## src/hdl/sf_status_consts.vh

```
/*
 * Constants for the serial flash status and protection block: opcodes,
 * status bit positions and reset values.
 * Assumes inclusion by bare name from design files under hdl/.
 */
`ifndef SF_STATUS_CONSTS_VH
`define SF_STATUS_CONSTS_VH

// ************************************************************
// Opcodes
// ************************************************************
`define OP_WRITE_LOCK    8'h04
`define OP_WRITE_UNLOCK  8'h06
`define OP_STATUS_READ   8'h05
`define OP_STATUS2_RD_A  8'h09
`define OP_STATUS2_RD_B  8'h35
`define OP_STATUS_WRITE  8'h01
`define OP_PAGE_WRITE    8'h02
`define OP_QPAGE_WRITE   8'h32
`define OP_SECTOR_WIPE   8'h20
`define OP_HALF_WIPE     8'h52
`define OP_FULL_WIPE     8'hd8
`define OP_CHIP_WIPE_A   8'hc7
`define OP_CHIP_WIPE_B   8'h60

// ************************************************************
// Status register 1 bit positions
// ************************************************************
`define SR1_BUSY    0
`define SR1_LATCH   1
`define SR1_RGN_LO  2
`define SR1_RGN_HI  4
`define SR1_LOWEND  5
`define SR1_GRAN    6
`define SR1_LOCK    7

// ************************************************************
// Status register 2 bit positions
// ************************************************************
`define SR2_RSVD    0
`define SR2_QUAD    1
`define SR2_PPAUSE  2
`define SR2_OTP_LO  3
`define SR2_OTP_HI  5
`define SR2_INVERT  6
`define SR2_EPAUSE  7

// ************************************************************
// Reset values of the stored bits
// ************************************************************
`define SR1_NV_RESET  6'h00
`define INVERT_RESET  1'b0
`define QUAD_RESET    1'b1
`define OTP_RESET     3'h0

// Frame decode
`define OPC_BITS     8
`define BITCNT_W     4
`define CMD_LAST     4'h7
`define NIB_LAST     4'h1
// Data units after the opcode: the counter saturates so long frames never alias
`define WCNT_MAX      5'h1f
`define DATA_ONE      5'h08
`define DATA_TWO      5'h10
`define NIB_DATA_ONE  5'h02
`define NIB_DATA_TWO  5'h04
`define ZERO3        3'h0

`endif

```

## src/hdl/sf_status_protect.v

```verilog
/*
 * Status and write-protection logic of a serial flash, as a single
 * SPI-facing block. Serial clock edges arrive as one-cycle pulses on
 * sys_clk_in (rise/fall enables) with chip select and data sampled
 * synchronously. Array operations are outside; this block accepts or
 * refuses them and tracks busy, suspend and protection state.
 */
`include "sf_status_consts.vh"

module sf_status_protect (
	// Clock and reset
	input  wire       sys_clk_in,
	input  wire       nrst_in,
	// Serial link, edges as enables
	input  wire       cs_n_in,
	input  wire       sclk_rise_in,
	input  wire       sclk_fall_in,
	input  wire [3:0] serial_in_pin_in,
	input  wire       write_guard_n_in,
	input  wire       four_wire_cmd_mode_in,
	output wire [3:0] data_out,
	output wire [3:0] data_oe_out,
	// Array engine
	input  wire       op_done_in,
	input  wire       suspend_in,
	input  wire       resume_in,
	input  wire       target_protected_in,
	output reg        op_start_out,
	output reg  [7:0] op_code_out,
	// Protection view for the array engine
	output wire [2:0] region_size_out,
	output wire       protect_from_low_end_out,
	output wire       small_granule_lock_out,
	output wire       invert_protect_region_out,
	output wire [2:0] otp_lock_out,
	output wire       quad_pins_claim_out,
	output wire       guard_pin_active_out
);

	// ************************************************************
	// State
	// ************************************************************
	reg  [5:0] sr1_nv_q;     // Bits 7..2
	reg        latch_q;
	reg        busy_q;
	reg        invert_q;
	reg        quad_q;
	reg  [2:0] otp_q;
	reg        epause_q;
	reg        ppause_q;
	reg        op_is_erase_q;
	reg  [7:0] opc_q;
	reg  [3:0] cnt_q;
	reg        have_opc_q;
	reg  [15:0] wdata_q;
	reg  [4:0] wcnt_q;       // Data units seen, saturating
	reg  [1:0] rd_sel_q;     // 0 none, 1 status1, 2 status2
	reg  [7:0] shift_q;
	reg  [2:0] bit_q;
	reg        oe_q;
	reg        cs_n_q;

	wire [7:0] sr1 = {sr1_nv_q, latch_q, busy_q};
	wire [7:0] sr2 = {epause_q, invert_q, otp_q, ppause_q, quad_q, 1'b0};
	// Guard pin only counts while quad pins are not claimed
	wire       guard_low = ~write_guard_n_in & ~quad_q;
	wire       hw_protect = sr1_nv_q[`SR1_LOCK-2] & guard_low;
	wire       quad = four_wire_cmd_mode_in;
	wire       cs_rise = cs_n_in & ~cs_n_q;
	wire [7:0] opc_next = quad ? {opc_q[3:0], serial_in_pin_in}
				   : {opc_q[6:0], serial_in_pin_in[0]};
	wire       opc_end = ~have_opc_q & sclk_rise_in & ~cs_n_in &
			     (cnt_q == (quad ? `NIB_LAST : `CMD_LAST));

	function is_array_op;
		input [7:0] c;
		begin
			is_array_op = (c == `OP_PAGE_WRITE) || (c == `OP_QPAGE_WRITE) ||
				      (c == `OP_SECTOR_WIPE) || (c == `OP_HALF_WIPE) ||
				      (c == `OP_FULL_WIPE);
		end
	endfunction

	function is_chip_wipe;
		input [7:0] c;
		begin
			is_chip_wipe = (c == `OP_CHIP_WIPE_A) || (c == `OP_CHIP_WIPE_B);
		end
	endfunction

	assign region_size_out           = sr1_nv_q[`SR1_RGN_HI-2:`SR1_RGN_LO-2];
	assign protect_from_low_end_out  = sr1_nv_q[`SR1_LOWEND-2];
	assign small_granule_lock_out    = sr1_nv_q[`SR1_GRAN-2];
	assign invert_protect_region_out = invert_q;
	assign otp_lock_out              = otp_q;
	assign quad_pins_claim_out       = quad_q;
	assign guard_pin_active_out      = ~quad_q;

	// ************************************************************
	// Frame decode: opcode and status-write data capture
	// ************************************************************
	always @(posedge sys_clk_in or negedge nrst_in) begin
		if (!nrst_in) begin
			cs_n_q     <= 1'b1;
			opc_q      <= 8'h00;
			cnt_q      <= 4'h0;
			have_opc_q <= 1'b0;
			wdata_q    <= 16'h0000;
			wcnt_q     <= 5'h00;
		end else begin
			cs_n_q <= cs_n_in;
			if (cs_n_in) begin
				cnt_q      <= 4'h0;
				have_opc_q <= 1'b0;
				wcnt_q     <= 5'h00;
			end else if (sclk_rise_in) begin
				if (!have_opc_q) begin
					opc_q <= opc_next;
					cnt_q <= cnt_q + 4'h1;
					if (opc_end)
						have_opc_q <= 1'b1;
				end else begin
					// Data after the opcode; only status write needs it
					wdata_q <= quad ? {wdata_q[11:0], serial_in_pin_in}
							: {wdata_q[14:0], serial_in_pin_in[0]};
					if (wcnt_q != `WCNT_MAX)
						wcnt_q <= wcnt_q + 5'h01;
				end
			end
		end
	end

	// ************************************************************
	// Status bits, command acceptance and array handoff
	// ************************************************************
	// Commands execute at chip select rise, as the frame then is whole
	wire do_status_write_cmd = cs_rise & have_opc_q & (opc_q == `OP_STATUS_WRITE) & latch_q &
		       ~busy_q & ~hw_protect &
		       ((wcnt_q == (quad ? `NIB_DATA_ONE : `DATA_ONE)) ||
			(wcnt_q == (quad ? `NIB_DATA_TWO : `DATA_TWO)));
	wire two_bytes = (wcnt_q == (quad ? `NIB_DATA_TWO : `DATA_TWO));
	wire [7:0] w1 = two_bytes ? wdata_q[15:8] : wdata_q[7:0];
	wire [7:0] w2 = wdata_q[7:0];
	wire do_array = cs_rise & have_opc_q & latch_q & ~busy_q &
			((is_array_op(opc_q) & ~target_protected_in) |
			 (is_chip_wipe(opc_q) &
			  (sr1_nv_q[`SR1_RGN_HI-2:`SR1_RGN_LO-2] == `ZERO3)));

	always @(posedge sys_clk_in or negedge nrst_in) begin
		if (!nrst_in) begin
			sr1_nv_q      <= `SR1_NV_RESET;
			latch_q       <= 1'b0;
			busy_q        <= 1'b0;
			invert_q      <= `INVERT_RESET;
			quad_q        <= `QUAD_RESET;
			otp_q         <= `OTP_RESET;
			epause_q      <= 1'b0;
			ppause_q      <= 1'b0;
			op_is_erase_q <= 1'b0;
			op_start_out  <= 1'b0;
			op_code_out   <= 8'h00;
		end else begin
			op_start_out <= 1'b0;
			if (cs_rise && have_opc_q && opc_q == `OP_WRITE_LOCK)
				latch_q <= 1'b0;
			if (cs_rise && have_opc_q && opc_q == `OP_WRITE_UNLOCK)
				latch_q <= 1'b1;
			if (do_status_write_cmd) begin
				// Region bits guarded by hardware protect via do_status_write_cmd
				sr1_nv_q <= w1[7:2];
				busy_q   <= 1'b1;
				op_start_out <= 1'b1;
				op_code_out  <= opc_q;
				if (two_bytes) begin
					invert_q <= w2[`SR2_INVERT];
					quad_q   <= w2[`SR2_QUAD];
					otp_q    <= otp_q | w2[`SR2_OTP_HI:`SR2_OTP_LO];
				end
			end
			if (do_array) begin
				busy_q        <= 1'b1;
				op_start_out  <= 1'b1;
				op_code_out   <= opc_q;
				op_is_erase_q <= ~((opc_q == `OP_PAGE_WRITE) ||
						  (opc_q == `OP_QPAGE_WRITE));
			end
			if (busy_q && op_done_in) begin
				busy_q  <= 1'b0;
				latch_q <= 1'b0;
			end
			// Suspend pauses the busy cycle; resume restarts it
			if (busy_q && suspend_in) begin
				busy_q <= 1'b0;
				if (op_is_erase_q)
					epause_q <= 1'b1;
				else
					ppause_q <= 1'b1;
			end
			if (resume_in && (epause_q || ppause_q)) begin
				busy_q   <= 1'b1;
				epause_q <= 1'b0;
				ppause_q <= 1'b0;
			end
		end
	end

	// ************************************************************
	// Status readout, repeated while selected
	// ************************************************************
	// Byte is reloaded at each boundary so a poll sees live busy
	always @(posedge sys_clk_in or negedge nrst_in) begin
		if (!nrst_in) begin
			rd_sel_q <= 2'b00;
			shift_q  <= 8'h00;
			bit_q    <= 3'h0;
			oe_q     <= 1'b0;
		end else if (cs_n_in) begin
			rd_sel_q <= 2'b00;
			oe_q     <= 1'b0;
			bit_q    <= 3'h0;
		end else if (opc_end) begin
			if (opc_next == `OP_STATUS_READ)
				rd_sel_q <= 2'b01;
			else if (opc_next == `OP_STATUS2_RD_A || opc_next == `OP_STATUS2_RD_B)
				rd_sel_q <= 2'b10;
		end else if (sclk_fall_in && rd_sel_q != 2'b00) begin
			oe_q <= 1'b1;
			if (bit_q == 3'h0 || (quad && bit_q == 3'h4)) begin
				// Reload at byte start, then advance MSB first
				if (bit_q == 3'h0)
					shift_q <= (rd_sel_q == 2'b01) ? sr1 : sr2;
				else
					shift_q <= {shift_q[3:0], 4'h0};
			end else
				shift_q <= {shift_q[6:0], 1'b0};
			bit_q <= quad ? bit_q + 3'h4 : bit_q + 3'h1;
		end
	end

	assign data_out    = quad ? shift_q[7:4] : {2'b00, shift_q[7], 1'b0};
	assign data_oe_out = quad ? {4{oe_q}} : {2'b00, oe_q, 1'b0};

endmodule

```

## config.mk

```make
export PLATFORM = sky130hd
export DESIGN_NAME = sf_status_protect
export DESIGN_NICKNAME = d
export VERILOG_FILES = /design/src/hdl/sf_status_protect.v
export VERILOG_INCLUDE_DIRS = /design/src /design/src/hdl
export SDC_FILE = /design/constraint.sdc
export NUM_CORES = 1
export LEC_CHECK = 0
export BUFFER_PORTS_ARGS = -buffer_cell sky130_fd_sc_hd__buf_2
export CAP_MARGIN = 10
export CORE_ASPECT_RATIO = 1.5
export CORE_MARGIN = 8
export CORE_UTILIZATION = 55
export CTS_CLUSTER_DIAMETER = 50
export DETAILED_ROUTE_END_ITERATION = 10
export GPL_TIMING_DRIVEN = 0
export PLACE_DENSITY = 0.87
export RECOVER_POWER = 50
export SYNTH_ARGS = -nofsm -noshare
export SYNTH_HDL_FRONTEND = slang
export SYNTH_SLANG_ARGS = --single-unit
```

## constraint.sdc

```tcl
create_clock -name sys_clk_in -period 4.05 [get_ports sys_clk_in]
set_input_delay 0.6075 -clock sys_clk_in [delete_from_list [all_inputs] [get_ports sys_clk_in]]
set_output_delay 0.6075 -clock sys_clk_in [all_outputs]
set_load 0.01 [all_outputs]
```

# Word level (Yosys, flattened, before mapping)

Index checks and enable logic that the tools add are counted.

Flip-flop bits (word level): 74

Bitwise gates (word level): 29
Equality and inequality tests: 22
Add/sub/neg operators: 4
Muxes and demuxes: 51
Reduce and logical (&&, ||, !) cells: 41

Operators by type and width:

| cell                                                | count |
|---|---|
| 2-to-1 mux 8 bit                                    | 7 |
| 2-to-1 mux 5 bit                                    | 5 |
| equality test 8 x 3 -> 1 bit, second input constant | 3 |
| equality test 8 x 6 -> 1 bit, second input constant | 3 |
| 2-to-1 mux 4 bit                                    | 6 |
| 2-to-1 mux 1 bit                                    | 23 |
| nonzero test 2 bit                                  | 9 |
| bitwise AND 1 bit                                   | 17 |
| equality test 8 x 7 -> 1 bit, second input constant | 2 |
| equality test 8 bit, second input constant          | 2 |
| 2-to-1 mux 16 bit                                   | 1 |
| 2-to-1 mux 3 bit                                    | 5 |
| AND reduction 2 bit                                 | 6 |
| AND reduction 3 bit                                 | 4 |
| NOT 1 bit                                           | 10 |
| logical OR 1 bit                                    | 9 |
| equality test 8 x 1 -> 1 bit, second input constant | 1 |
| equality test 8 x 2 -> 1 bit, second input constant | 1 |
| equality test 8 x 4 -> 1 bit, second input constant | 1 |
| logical AND 1 bit                                   | 8 |
| 2-to-1 mux 2 bit                                    | 4 |
| logical NOT 3 bit                                   | 2 |
| nonzero test 3 bit                                  | 2 |
| adder 5 x 1 -> 5 bit, second input constant         | 1 |
| 14 further kinds                                    | 15 |

# Depth between registers and ports, before layout

Depth in word-level cells: 13
Mapped depth: 8
Mapped depth without buffers: 7

# Least setup slack after synthesis

OpenSTA, ideal clock, no wires.

Kind: input-to-output
From: input port four_wire_cmd_mode_in
To: output port data_oe_out[2]
Stages on the path: 5
Slack: 1,447 ps
Data arrival time: 1,996 ps
Path through: clkbuf_1 clkbuf_1 buf_1 and2_1 buf_4

Longest elaborated chain between the ends: 1

RTL lines:

| what               | line                    | RTL |
|---|---|---|
| start: declaration | sf_status_protect.v:20  | `input wire four_wire_cmd_mode_in,` |
| 2-to-1 mux 4 bit   | sf_status_protect.v:241 | `assign data_oe_out = quad ? {4{oe_q}} : {2'b00, oe_q, 1'b0};` |
| end: declaration   | sf_status_protect.v:22  | `output wire [3:0] data_oe_out,` |

No other way between the ends.

# Worst setup path in the final report

From: input port four_wire_cmd_mode_in
To: output port data_oe_out[3]

The elaborated chain is that of the path after synthesis.

==> metrics.md <==
| Metric | Value |
|---|---|
| Total setup buffers inserted after CTS | `0` |
| Pre-antenna DRT Iters | `5` |
| Synth top area cells | `dfrtp_1, mux2i_1, nand2_1` |
| Sink Count | `74` |
| CTS H-tree lvls | `3` |
| Post-layout min period | `3483 ps` |
| Critical path endpoint category | `output port` |
| Drt initial violations | `approximately 210` |
| Largest area contributor in the netlist | `dfrtp_1` |
| Met1 WL | `3557 µm` |
| Clock buffer count from CTS | `9` |
| GRT Util Overall | `0.1899` |
| Max Transition Viols Final | `75` |
| CP arrival | `roughly 2900 ps` |
| Number of flops mapped to enable cells by yosys | `0` |
| Worst-Margin Slew | `approximately 1800 ps` |
| CTS Hold Buffers Added | `0` |
| Yosys warns | `0` |
| Root Buffer | `clkbuf_8` |
| # rows | `37` |
| Seq/Total Area, Yosys | `0.4723` |
| Final setup viols | `0` |
| Clk_skew | `10.55 ps` |
| I/O Buffers | `42` |
| Fraction of layout cells with a size suffix above 1 | `0.1736` |
| F_max | `0.2871 GHz` |
| CP delay by family, top | `buffers and inverters` |
| Setup ws final | `roughly 570 ps` |
| Setup_tns | `0 ps` |
| Detailed Place HPWL | `6572 µm` |
| Status | `complete, but fails checks` |
| Synthesized area | `between 0.003 and 0.004 mm²` |
| Period utilization | `0.8600` |
| Worst-path clk slew | `80 ps` |
| Hold WS | `337.0 ps` |
| Initial antenna violation count | `0` |
| CTS tree | `done` |
| Pre-CTS setup slack | `649.0 ps` |
| Chip Width | `between 80 and 90 µm` |
| Synth Instances | `397` |
| First-pass GRT wire length | `15260 µm` |
| Die H | `119.5 µm` |
| Buf/Inv on CP | `6` |
| Ys flop type | `dfrtp_1` |
| Area growth, synth to finish | `13.64%` |
| CP peak stage delay | `~660 ps` |
| Via-to-Cell Ratio | `5.972` |
| PwrDens | `between 300 and 400 mW/mm²` |
| Routed wl met3 | `630 µm` |
| Commonest cells post-synth | `dfrtp_1, nand2_1, mux2i_1` |
| Min-Delay Startpoint | `cs_n_in` |
| PostCTS Resize Cnt | `0` |
| Max-Cap Viols | `1` |
| Post-synth ARST share | `1.000` |
| FILL cells | `~540` |
| Layout Nets | `471` |
| LEAKAGE | `2.090 nW` |
| Deepest clock path buffer count | `2` |
| Initial Util | `0.5692` |
| Violated checks | `capacitance limit, slew limit` |
| Die area | `0.01015 mm²` |
| Max FO, Critical Path | `10` |
| Crit. Startpoint | `four_wire_cmd_mode_in` |
| Diodes inserted | `0` |
| Final hold vios | `0` |
| Ports | `43` |
| Count leader, synth | `dfrtp_1` |
| Drt total wl | `9141 µm` |
| Detail Route Antenna Nets | `0` |
| Highest routing layer actually used | `met4` |
| Grt ovf | `0` |
| DRC | `0` |
| Worst path required time | `3440 ps` |
| Post-Syn Nets | `418` |
| WS Path Type | `input pin to output port` |
| Pin count of the biggest net entering global routing | `75` |
| Peak supply drop | `263.4 µV` |
| CP Cell Sequence | `buf_2 -> clkbuf_1 -> clkbuf_1 -> buf_1 -> and2_1 -> buf_4 -> buf_2` |
| CP startpoint kind | `input pin` |
| Synth unique cells | `51` |
| RSZ-0062 raised after global routing | `no` |
| Clock Latency Late Sink | `about 360 ps` |
| RePlAce Congestion | `0.9383` |
| Vias post-DR | `approximately 3200` |
| Hold Path Class | `input pin to flip-flop` |
| Average size of a mapped cell | `9.890 µm²` |
| Number of global-route vias before repair | `approximately 3200` |
| Total core area | `0.006898 mm²` |
| CP max stage cell | `buf_1` |
| Metal2 WL | `4616 µm` |
| Seq cells post-synth | `74` |
| Top cell type's share of synthesized area | `0.4589` |
| FF-to-FF Start | `opc_q[0]$_DFFE_PN0P_` |
| Drt wl/cell | `around 17 µm` |
| Max_slew headroom | `-0.1789` |
==> area by class of cell <==
type | instances | area, µm² | area share
Multi-Input combinational cell | 281 | 1887 | 0.4229
Sequential cell | 74 | 1854 | 0.4156
Timing Repair Buffer | 42 | 201.4 | 0.04515
Clock buffer | 12 | 165.2 | 0.03702
Buffer | 30 | 138.9 | 0.03113
Tap cell | 78 | 97.59 | 0.02187
Clock inverter | 4 | 72.57 | 0.01626
Inverter | 12 | 45.04 | 0.01010
==> worst paths after layout <==
kind                                              endpoint  slack (ps)  depth (start not counted)
worst min register to register     wdata_q[15]$_DFFE_PN0P_         480                          2
worst max-delay path                        data_oe_out[3]         570                          7
worst max register to register  op_code_out[3]$_DFFE_PN0P_        1610                          6
max in group asynchronous          wdata_q[10]$_DFFE_PN0P_        2290                          1
min in group asynchronous            wcnt_q[2]$_DFFE_PN0P_         700                          1
worst min-delay path                      cs_n_q$_DFF_PN1_         340                          1
==> worst register-to-register path, delay by kind of cell, from the launching register on <==
| kind | cells | cell delay [ps] |
|---|---|---|
| AO/OA/AOI/OAI | 1 | 510 |
| buffers and inverters | 1 | 370 |
| flip-flops | 1 | 370 |
| multiplexers | 1 | 330 |
| AND/OR/NAND/NOR | 3 | 760 |
==> sequential cells by signal, summed over array words and instances (netlist names), 2 cells and up <==
register	count
bit_q	3
cnt_q	4
op_code_out	8
opc_q	8
otp_lock_out	3
rd_sel_q	2
shift_q	8
sr1_nv_q	6
wcnt_q	5
wdata_q	16
==> cells in the final DEF (no fill, tap or decap), drive strengths merged, types with 4 or more instances in the layout <==
cell type	netlist	layout
nand4	7	7
mux2	14	14
buf	12	45
nand2	50	50
nor4	4	4
mux2i	33	33
a21oi	13	13
nor2b	6	6
o21a	4	4
nor3	7	7
nand3	4	4
nor2	29	29
nor3b	4	4
xor2	5	5
a211oi	8	8
or4	4	4
clkbuf	18	39
ha	6	6
and2	5	5
inv	12	12
o21ai	40	40
dfrtp	72	72
==> metal layers <==
layer / up-vias / track usage
li1: 1494 / -
met1: 1531 / 0.2110
met2: 136 / 0.3165
met3: 22 / 0.05643
met4: 0 / 0.1053
met5: - / 0
==> metrics by stage <==
stage,power [mW],cells,util,cell area [µm²]
6_report,1.722,533,0.6468,4462
5_1_grt,1.790,533,0.6468,4462
3_3_place_gp,1.050,517,0.6138,4234
2_1_floorplan,0.9830,397,-,3926
3_5_place_dp,1.060,517,0.6142,4237
4_1_cts,1.725,533,0.6486,4474
==> cells by family (layout without fill, tap and decap cells) <==
group | Yosys count | in the layout | share of synthesized area
simple gates | 135 | 135 | 0.1743
compound gates | 85 | 85 | 0.1383
flops | 74 | 74 | 0.4723
mux | 47 | 47 | 0.1310
buf+inv | 42 | 100 | 0.04716
xor+xnor | 8 | 8 | 0.01785
fa+ha+maj | 6 | 6 | 0.01912
==> power breakdown <==
part / internal [mW] / switching (mW)
clock network: 0.396 / 0.277
registers: 0.783 / 0.0516
logic: 0.0810 / 0.132
Power figures use the tool's default switching activity.
